==> config.mk <==
export PLATFORM = sky130hd
export DESIGN_NAME = pos_encoder_end_flat
export DESIGN_NICKNAME = d
export VERILOG_FILES = /design/src/rtl/pos_frame_pkg.sv /design/src/rtl/pos_link_if.sv /design/src/rtl/pos_encoder_end.sv /design/src/flat_wrapper.sv
export SDC_FILE = /design/constraint.sdc
export NUM_CORES = 1
export LEC_CHECK = 0
export BUFFER_PORTS_ARGS = -buffer_cell sky130_fd_sc_hd__buf_2
export CORE_MARGIN = 2
export CORE_UTILIZATION = 65
export DETAILED_ROUTE_END_ITERATION = 10
export GPL_TIMING_DRIVEN = 0
export PLACE_DENSITY = 0.85
export SLEW_MARGIN = 30
export SYNTH_ARGS = -nofsm -noshare
export SYNTH_HDL_FRONTEND = slang
export SYNTH_SLANG_ARGS = --single-unit
==> constraint.sdc <==
create_clock -name link_clk_in -period 4.43 [get_ports link_clk_in]
set_input_delay 0.443 -clock link_clk_in [delete_from_list [all_inputs] [get_ports link_clk_in]]
set_output_delay 0.443 -clock link_clk_in [all_outputs]
set_load 0.005 [all_outputs]
==> src/rtl/pos_frame_pkg.sv <==
// package: frame layout, crc and timing constants for the position link
// assumes: shared by the encoder end and the host end
package pos_frame_pkg;
  localparam int FRAME_BITS      = 48;
  localparam int BYTE_BITS       = 8;
  localparam int FRAME_BYTES     = 6;
  localparam int ZERO_REF_BIT    = 32;
  localparam int VALID_BIT       = 31;
  localparam int SYNC_BIT        = 30;
  localparam int ANGLE_HI        = 29;
  localparam int ANGLE_LO        = 8;
  localparam int ANGLE_BITS      = 22;
  localparam int REPEAT_BIT      = 7;
  localparam int CRC_BITS        = 7;
  localparam logic [6:0] CRC_POLY = 7'h5b;
  localparam logic [6:0] CRC_INIT = 7'h00;
  // link side times in ns; link clock period 48 ns
  localparam int LINK_PERIOD_NS  = 48;
  localparam int IDLE_RESET_NS   = 10000;
  localparam int MEAS_TIMEOUT_NS = 140000;
  localparam int MEAS_TIME_NS    = 92000;
  localparam int IDLE_RESET_CYC  = (IDLE_RESET_NS + LINK_PERIOD_NS - 1)
                                   / LINK_PERIOD_NS;
  localparam int MEAS_TIMEOUT_CYC = MEAS_TIMEOUT_NS / LINK_PERIOD_NS;
  localparam int MEAS_TIME_CYC   = MEAS_TIME_NS / LINK_PERIOD_NS;
  // host side, 25 MHz
  localparam int SYS_PERIOD_NS   = 40;
  localparam int SCLK_DIV        = 10;
  localparam int HOST_GAP_NS     = 2000;
  localparam int HOST_GAP_CYC    = HOST_GAP_NS / SYS_PERIOD_NS;

  // crc over 32-bit word, msb first, no reflection, no final xor
  function automatic logic [6:0] crc7(input logic [31:0] word);
    logic [6:0] c;
    logic       fb;
    c = CRC_INIT;
    for (int i = 31; i >= 0; i--) begin
      fb = c[6] ^ word[i];
      c  = {c[5:0], 1'b0};
      if (fb) begin
        c = c ^ CRC_POLY;
      end
    end
    return c;
  endfunction
endpackage

==> src/rtl/pos_link_if.sv <==
// interface: serial link between host master and encoder slave
// assumes: host drives clock and select-free framing; encoder drives data
`timescale 1ns/1ps
interface pos_link_if;
  logic sclk;
  logic miso;
  modport host (output sclk, input miso);
  modport encoder (input sclk, output miso);
endinterface

==> src/rtl/pos_encoder_end.sv <==
// Function
// - clock idles high, shift on rise
// - host keeps clock 100 kHz to 5 MHz
// - frame is six bytes, 48 bits
// - bits 47 to 33 always zero
// - bit 32 set at factory zero
// - bit 31 flags valid position
// - bit 30 flags frame-triggered measurement
// - bits 29 to 8 angle, msbs zeroed
// - bit 7 flags already sent value
// - crc7 poly 5b, init zero, msb first
// - crc covers bits 32 down to 7
// - host checks sync and repeat flags; pos_host_end checks only the crc
// - frame start triggers measurement unless busy
// - auto measurement after timeout
// - idle gap resets frame position
//
// module: encoder end, clocked by the link oscillator
// assumes: link_clk_in free running; sclk and sensor inputs asynchronous
`timescale 1ns/1ps
module pos_encoder_end #(
  parameter int RESOLUTION  = 22,
  parameter int IDLE_CYC    = pos_frame_pkg::IDLE_RESET_CYC,
  parameter int TIMEOUT_CYC = pos_frame_pkg::MEAS_TIMEOUT_CYC,
  parameter int MEAS_CYC    = pos_frame_pkg::MEAS_TIME_CYC
) (
  input  wire logic        link_clk_in,
  input  wire logic        nrst_in,
  pos_link_if.encoder      link,
  input  wire logic [21:0] angle_in,
  input  wire logic        angle_ok_in,
  input  wire logic        zero_factory_in,
  output logic             measure_busy_out,
  output logic             frame_active_out
);
  typedef enum logic [1:0] {M_IDLE, M_RUN} meas_e;
  meas_e            meas_state;
  logic [2:0]       sclk_s;
  logic [1:0]       ang_ok_s;
  logic [1:0]       zero_s;
  logic [21:0]      ang_m;
  logic [21:0]      ang_s;
  logic [15:0]      idle_cnt;
  logic             synced;
  logic [5:0]       bit_cnt;
  logic [47:0]      shreg;
  logic [15:0]      to_cnt;
  logic [15:0]      meas_cnt;
  logic             meas_by_frame;
  logic [21:0]      res_angle;
  logic             res_valid;
  logic             res_sync;
  logic             res_sent;
  logic             res_zero;
  logic             fall;
  logic             rise;
  logic             frame_start;
  logic             trig_auto;
  logic [21:0]      angle_mask;
  logic [31:0]      crc_word;
  logic [47:0]      next_frame;

  // ---------------------------------------------------------------
  // input synchronisers
  // ---------------------------------------------------------------
  always_ff @(posedge link_clk_in or negedge nrst_in) begin
    if (!nrst_in) begin
      sclk_s   <= 3'h7;
      ang_ok_s <= 2'h0;
      zero_s   <= 2'h0;
      ang_m    <= '0;
      ang_s    <= '0;
    end else begin
      sclk_s   <= {sclk_s[1:0], link.sclk};
      ang_ok_s <= {ang_ok_s[0], angle_ok_in};
      zero_s   <= {zero_s[0], zero_factory_in};
      ang_m    <= angle_in;
      ang_s    <= ang_m;
    end
  end

  assign fall = sclk_s[2] && !sclk_s[1];
  assign rise = !sclk_s[2] && sclk_s[1];

  // ---------------------------------------------------------------
  // idle gap detection
  // ---------------------------------------------------------------
  always_ff @(posedge link_clk_in or negedge nrst_in) begin
    if (!nrst_in) begin
      idle_cnt <= '0;
    end else if (fall || rise || !sclk_s[1]) begin
      idle_cnt <= '0;
    end else if (idle_cnt != 16'(IDLE_CYC)) begin
      idle_cnt <= idle_cnt + 16'h0001;
    end
  end

  assign frame_start = fall && (bit_cnt == 6'h00 || !synced);

  // ---------------------------------------------------------------
  // frame assembly
  // ---------------------------------------------------------------
  assign angle_mask = 22'((64'h1 << RESOLUTION) - 64'h1);
  always_comb begin
    next_frame = '0;
    next_frame[pos_frame_pkg::ZERO_REF_BIT] = res_zero;
    next_frame[pos_frame_pkg::VALID_BIT]    = res_valid;
    next_frame[pos_frame_pkg::SYNC_BIT]     = res_sync;
    next_frame[pos_frame_pkg::ANGLE_HI:pos_frame_pkg::ANGLE_LO] =
      res_angle & angle_mask;
    next_frame[pos_frame_pkg::REPEAT_BIT]   = res_sent;
    crc_word = {6'h00, next_frame[32:7]};
    next_frame[pos_frame_pkg::CRC_BITS-1:0] =
      pos_frame_pkg::crc7(crc_word);
  end

  // ---------------------------------------------------------------
  // shifter, mode 2 timing
  // ---------------------------------------------------------------
  always_ff @(posedge link_clk_in or negedge nrst_in) begin
    if (!nrst_in) begin
      synced    <= 1'b0;
      bit_cnt   <= '0;
      shreg     <= '0;
      link.miso <= 1'b0;
    end else begin
      if (frame_start) begin
        synced    <= 1'b1;
        shreg     <= {next_frame[46:0], 1'b0};
        link.miso <= next_frame[47];
        bit_cnt   <= 6'h01;
      end else if (idle_cnt == 16'(IDLE_CYC) - 16'h0001) begin
        // line rests at bit 47, always zero, before the first fall
        synced    <= 1'b0;
        bit_cnt   <= '0;
        link.miso <= 1'b0;
      end else if (rise && bit_cnt != 6'h00) begin
        link.miso <= shreg[47];
        shreg     <= {shreg[46:0], 1'b0};
        if (bit_cnt == 6'(pos_frame_pkg::FRAME_BITS)) begin
          bit_cnt <= '0;
        end
      end else if (fall && bit_cnt != 6'h00) begin
        bit_cnt <= bit_cnt + 6'h01;
      end
    end
  end

  // ---------------------------------------------------------------
  // measurement engine
  // ---------------------------------------------------------------
  assign trig_auto = to_cnt == 16'(TIMEOUT_CYC);

  always_ff @(posedge link_clk_in or negedge nrst_in) begin
    if (!nrst_in) begin
      meas_state    <= M_IDLE;
      to_cnt        <= '0;
      meas_cnt      <= '0;
      meas_by_frame <= 1'b0;
      res_angle     <= '0;
      res_valid     <= 1'b0;
      res_sync      <= 1'b0;
      res_sent      <= 1'b0;
      res_zero      <= 1'b0;
    end else begin
      if (frame_start) begin
        res_sent <= 1'b1;
      end
      unique case (meas_state)
        M_IDLE: begin
          to_cnt <= to_cnt + 16'h0001;
          if (frame_start || trig_auto) begin
            meas_state    <= M_RUN;
            meas_by_frame <= frame_start;
            meas_cnt      <= '0;
            to_cnt        <= '0;
          end
        end
        M_RUN: begin
          to_cnt   <= to_cnt + 16'h0001;
          meas_cnt <= meas_cnt + 16'h0001;
          if (meas_cnt == 16'(MEAS_CYC)) begin
            meas_state <= M_IDLE;
            res_angle  <= ang_s;
            res_valid  <= ang_ok_s[1];
            res_sync   <= meas_by_frame;
            res_zero   <= zero_s[1];
            res_sent   <= 1'b0;
          end
        end
      endcase
    end
  end

  always_ff @(posedge link_clk_in or negedge nrst_in) begin
    if (!nrst_in) begin
      measure_busy_out <= 1'b0;
      frame_active_out <= 1'b0;
    end else begin
      measure_busy_out <= meas_state == M_RUN;
      frame_active_out <= bit_cnt != 6'h00;
    end
  end
endmodule

==> src/flat_wrapper.sv <==
// flat-port wrapper written by rule: the top's interface ports become plain ports
module pos_encoder_end_flat 
#(
  parameter int RESOLUTION  = 22,
  parameter int IDLE_CYC    = pos_frame_pkg::IDLE_RESET_CYC,
  parameter int TIMEOUT_CYC = pos_frame_pkg::MEAS_TIMEOUT_CYC,
  parameter int MEAS_CYC    = pos_frame_pkg::MEAS_TIME_CYC
)
  (link_clk_in, nrst_in, angle_in, angle_ok_in, zero_factory_in, measure_busy_out, frame_active_out, link_sclk, link_miso);
  pos_link_if link_i ();
  input  wire logic link_clk_in;
  input  wire logic nrst_in;
  input  wire logic [21:0] angle_in;
  input  wire logic angle_ok_in;
  input  wire logic zero_factory_in;
  output logic measure_busy_out;
  output logic frame_active_out;
  input wire logic [$bits(link_i.sclk)-1:0] link_sclk;
  output wire logic [$bits(link_i.miso)-1:0] link_miso;
  assign link_i.sclk = link_sclk;
  assign link_miso = link_i.miso;
  pos_encoder_end #(.RESOLUTION(RESOLUTION), .IDLE_CYC(IDLE_CYC), .TIMEOUT_CYC(TIMEOUT_CYC), .MEAS_CYC(MEAS_CYC)) u_core (.link_clk_in(link_clk_in), .nrst_in(nrst_in), .link(link_i), .angle_in(angle_in), .angle_ok_in(angle_ok_in), .zero_factory_in(zero_factory_in), .measure_busy_out(measure_busy_out), .frame_active_out(frame_active_out));
endmodule
==> results.ini, run 1 <==
[critical_path]
slowest_delay_ps = 660
rr_endpoint = u_core.shreg[26]
crit_top_cell = a21oi_1
cp_max_fo = 10
crit_chain = inv_1 -> ha_1 -> or3b_1 -> o31ai_1 -> a21oi_1 -> clkbuf_1 -> a21oi_1 -> a21oi_1
crit_path_start_kind = flop
crit_family = compound AO/OA/AOI/OAI gates
critPathCaptureType = flop
crit_arrival_ps = 3180
path_class = flop to flop
crit_cells = 8
r2r-start = u_core.bit_cnt[0]
required_ps = 4740
critPathBufInv = 2
crit_slowest_cell = o31ai_1
worst_r2r_path_depth = 8
r2r_setup_slack_ps = 1550

[clock_tree]
cts_root_buf = clkbuf_16
clk_pin_slew_ps = 70
holdBufCountCts = 1
htreeDepth = 4
clk_latency_ps = 430
tritoncts = built
cts_resized = 0
cts_buffers = 17
numClockSinks = 184
cts_buffer_depth = 2
cts_setup_buffers = 0

[timing]
fin_crit_ps = 2880
finalSetupViolCount = 0
fin_crit_sh = 0.649
finalHoldViolations = 0
maxSlewViolCount = 0
fin_worst_skew_ps = 15.0
rsz0062_at_grt = false
fin_tns_setup_ps = 0
max_freq_mhz = 348
worst_slew_pin_slew_ps = 824
holdWs_ps = 114
maxSlewHeadroom = 0.450

[grt]
antenna_found_initial = 0
grt_pass1_wl_mm = 25.8
overflow = 0
first_global_vias = 5397
grt_max_degree = 79
groute.usage.overall = 0.262

[finish]
drive_above_1_share = 0.158
finish.utilization = 0.750
multi_input_area_um2 = 2760
final_common_cell = dfrtp_1
fin_nets = 771
antenna_cells = 0
layout_common_cells = 181 x dfrtp_1, 95 x nand2_1, 80 x a21oi_1, 72 x nor2_1, 36 x buf_2
synthToLayoutAreaGrowth_pct = 13.1
fill_cells = 737
area.sequential_um2 = 4610

[drt]
drtPass1Iterations = 6
drc = 0
wl_mm = 15.2
viasPerCell = 5.89
initialDrtViolationCount = 543
wl_per_cell_um = 17.0
routed-via-count = 5252
ant_nets = 0

[placed_design]
dp_hpwl_mm = 10.1
globalplace.congestion = 0.879
port_buffers = 29

[die]
io_pins = 30
die_w_um = 112
rows = 39
fp.dieH_um = 112
fp.coreArea_um2 = 11400
start_util = 0.663
dieArea_um2 = 12500

[min_path]
holdPathEnd = u_core.ang_m[8]
worstHoldStart = angle_in[8]
hold_depth = 1
min_path_type = input port to flop

[synthesis]
synth_top_family_by_area = simple AND/OR/NAND/NOR gates
synthCells = 684
synth_compound_area_frac = 0.0896
synth.cell_area_um2 = 7540
async_reset_ff_frac = 1.00
synth_edf_count = 0
yosysWarnings = 0
ys_ff_latch = 184
avgSynthCellArea_um2 = 11.0
synth_xor_area_frac = 0.0662
synthAdderAreaFrac = 0.0149
synth_ff_type = dfrtp_1
yosys.area_share.simple = 0.154
synth.distinct_cells = 50
synthMuxAreaShare = 0.0402
ys_seq_area_frac = 0.611
synth_nets = 720

[run]
maxCapViolCount = 0

[power_and_ir_drop]
p_leak_nw = 3.98
ir_drop_mv = 0.477
powerDensity_nw_per_um2 = 523

[status]
status = finished clean

[cells in the mapped netlist, types with 4 or more instances]
cell      number  area share
nor2_1        72       0.036
ha_1           9       0.015
nor3_1         7      0.0046
or3_1          6      0.0050
or2_2          6      0.0050
mux2_2        26       0.039
xor2_1        24       0.028
nand4_1       13       0.011
dfrtp_1      181        0.60
xnor2_1       33       0.038
o21ai_0       16       0.011
clkbuf_1      14      0.0070
nand3_1       22       0.015
inv_1         10      0.0050
nor2b_1        5      0.0041
buf_2          8      0.0053
buf_6          4      0.0060
a21oi_1       80       0.053
nand2_1       95       0.047
and3_1         8      0.0066
[metrics by stage]
step,power (mW),std cells,worst slack (ps),instance area [um2]
6_report,4.46,891,1550,8530
5_1_grt,4.71,891,1320,8530
4_1_cts,4.47,891,1590,8520
3_5_place_dp,2.97,858,1610,7930
3_3_place_gp,2.89,856,241,7870
2_1_floorplan,2.72,684,2120,7540
[flip-flops by register name (all words and copies together) (netlist names)]
name and flops:
u_core.res_valid 1, u_core.to_cnt 16, u_core.ang_ok_s 2, u_core.ang_m 22, u_core.meas_state 1, u_core.zero_s 2, u_core.meas_by_frame 1, u_core.sclk_s 3
u_core.ang_s 22, u_core.bit_cnt 6, u_core.res_sent 1, u_core.idle_cnt 16, u_core.measure_busy_out 1, u_core.res_angle 22, u_core.res_zero 1, u_core.link.miso 1
u_core.meas_cnt 16, u_core.res_sync 1, u_core.shreg 47, u_core.frame_active_out 1, u_core.synced 1
[cell type report]
class	instances	area share
plain buffers	27	0.0166
clock buffers	18	0.0503
clock inverters	14	0.0176
inverters	10	0.00440
multi-input cells	463	0.324
flip-flops and latches	184	0.540
well taps	143	0.0210
repair buffers	32	0.0258
[power by group]
group          leakage (nW)  switching, mW  internal, mW  total (mW)
Combinational          1.36          0.448         0.320       0.769
Sequential             2.33          0.233          1.98        2.21
Clock                 0.282          0.676         0.800        1.48
[logic make-up (layout without fill, tap and decap cells)]
logic type,Yosys count,in the layout
xor+xnor,57,57
simple gates,251,251
buf+inv,37,101
fa+ha+maj,9,9
flops,184,184
mux,27,27
compound gates,119,119
[how the worst max path moves through the flow]
stage / from / endpoint
after floorplan: u_core.bit_cnt[0] / u_core.meas_cnt[10]
after global placement: nrst_in / u_core.ang_m[15]
after detailed placement: u_core.bit_cnt[0] / u_core.shreg[26]
after CTS: u_core.bit_cnt[0] / u_core.shreg[26]
after global routing: u_core.bit_cnt[0] / u_core.shreg[20]
final: u_core.bit_cnt[0] / u_core.shreg[26]
[metal layers]
metal  GRT usage  part of all wire  up-vias
li1            -                 -     2417
met1       0.339              0.42     2627
met2       0.436              0.52      170
met3      0.0604             0.044       38
met4       0.103             0.021        0
met5           0                 0        -
Note: power is estimated with default switching activity, not from simulation.
==> inputs of run 2 (changes only) <==
Settings changed: CORE_UTILIZATION 65 to 61, PLACE_DENSITY 0.85 to 0.81.
Clock period 4.43 ns to 3 ns, I/O delays scaled along.
==> run 2 against run 1 <==
Net effect:
- largest power group unchanged
- critical endpoint unchanged
- critical path type unchanged
- first-iteration DRC count fell by 23%
- routed wire length is 5.5% lower
- largest cell class unchanged
- sequential share of layout area down 1.7 points
- power up 47%
- fmax up 2.2%
- flip-flop and latch count stayed put
==> results.ini, run 2 (synthesis results as in run 1) <==
[placed_design]
port_buffers = 29
globalplace.congestion = 0.840
dp_hpwl_mm = 9.44

[timing]
maxSlewViolCount = 0
worst_slew_pin_slew_ps = 790
rsz0062_at_grt = false
fin_crit_sh = 0.939
finalHoldViolations = 0
fin_crit_ps = 2820
fin_worst_skew_ps = 13.2
maxSlewHeadroom = 0.473
finalSetupViolCount = 0
max_freq_mhz = 355
holdWs_ps = 312

[power_and_ir_drop]
p_leak_nw = 4.08
ir_drop_mv = 0.543
power_mw = 6.55
powerDensity_nw_per_um2 = 744

[critical_path]
r2r-start = u_core.bit_cnt[0]
path_class = flop to flop
critPathCaptureType = flop
worst_r2r_path_depth = 8
crit_family = compound AO/OA/AOI/OAI gates
crit_path_start_kind = flop
r2r_setup_slack_ps = 180
crit_arrival_ps = 3120
critPathBufInv = 2
crit_slowest_cell = o31ai_1
required_ps = 3310
crit_chain = inv_1 -> ha_1 -> or3b_1 -> o31ai_1 -> a21oi_1 -> clkbuf_1 -> a21oi_1 -> a21oi_1
slowest_delay_ps = 570
cp_max_fo = 10
crit_top_cell = a21oi_1
rr_endpoint = u_core.shreg[26]

[grt]
first_global_vias = 5256
grt_pass1_wl_mm = 24.8
grt_max_degree = 88
antenna_found_initial = 0
overflow = 0
groute.usage.overall = 0.240

[clock_tree]
clk_latency_ps = 440
cts_resized = 0
cts_buffers = 17
htreeDepth = 4
tritoncts = built
cts_root_buf = clkbuf_16
cts_buffer_depth = 2
clk_pin_slew_ps = 60
numClockSinks = 184
holdBufCountCts = 26
cts_setup_buffers = 0

[drt]
routed-via-count = 5240
initialDrtViolationCount = 420
viasPerCell = 5.57
ant_nets = 0
drc = 0
drtPass1Iterations = 5
wl_per_cell_um = 15.2
wl_mm = 14.3

[finish]
synthToLayoutAreaGrowth_pct = 16.7
fin_nets = 796
final_common_cell = dfrtp_1
largest_register_ffs = 47
antenna_cells = 0
drive_above_1_share = 0.151
layout_common_cells = 181 x dfrtp_1, 95 x nand2_1, 80 x a21oi_1, 72 x nor2_1, 36 x buf_2
finish.utilization = 0.730
regMostFlops = u_core.shreg

[die]
rows = 40
start_util = 0.625
fp.dieH_um = 115
io_pins = 30
die_w_um = 115
dieArea_um2 = 13300
fp.coreArea_um2 = 12100

[run]
maxCapViolCount = 0

[min_path]
min_path_type = input port to asynchronous set/reset pin

[status]
status = finished clean

-- run 2: cell count changes in the layout (fill, tap and decap cells not counted), sizes merged --
cell,delta
clkinvlp,-1
dlygate4sd3,+25
inv,-3
clkbuf,+1
clkinv,+3
-- run 2: layout make-up --
type                    count  area (um2)
repair buffers             57         470
inverters                  10        37.5
fillers                   786        3260
clock buffers              19         433
multi-input cells         463        2760
well taps                 168         210
clock inverters            13         136
flip-flops and latches    184        4610
plain buffers              27         141
-- run 2: where the power goes --
part           switching (mW)  internal [mW]  leakage [nW]
clock                   0.977           1.17         0.280
sequential              0.335           2.93          2.33
combinational           0.641          0.496          1.47
-- run 2: how the worst max path moves through the flow --
| stage | depth (start not counted) | start | slack (ps) | to |
|---|---|---|---|---|
| 2_1_floorplan | 10 | u_core.bit_cnt[0] | 690 | u_core.meas_cnt[10] |
| 3_5_place_dp | 7 | u_core.meas_cnt[0] | 80 | u_core.res_angle[11] |
| 6_report | 8 | u_core.bit_cnt[0] | 180 | u_core.shreg[26] |
| 3_3_place_gp | 1 | nrst_in | -1070 | u_core.ang_m[10] |
| 5_1_grt | 8 | u_core.bit_cnt[0] | 30 | u_core.shreg[26] |
| 4_1_cts | 7 | u_core.meas_cnt[0] | 30 | u_core.res_angle[21] |
-- run 2: metrics by stage --
stage	TNS, ps	cells	setup WS (ps)	cell area [um2]
after floorplan	0	684	691	7540
after global placement	-190970	881	-1070	7900
after detailed placement	0	883	82.1	7960
after CTS	0	941	30.2	8790
after global routing	0	941	30.2	8800
final	0	941	184	8800
-- run 2: per-layer routing --
layer / GRT usage / part of all wire
met4: 0.0819 / 0.015
met5: 0 / 0
met3: 0.0664 / 0.038
met2: 0.405 / 0.51
met1: 0.302 / 0.44
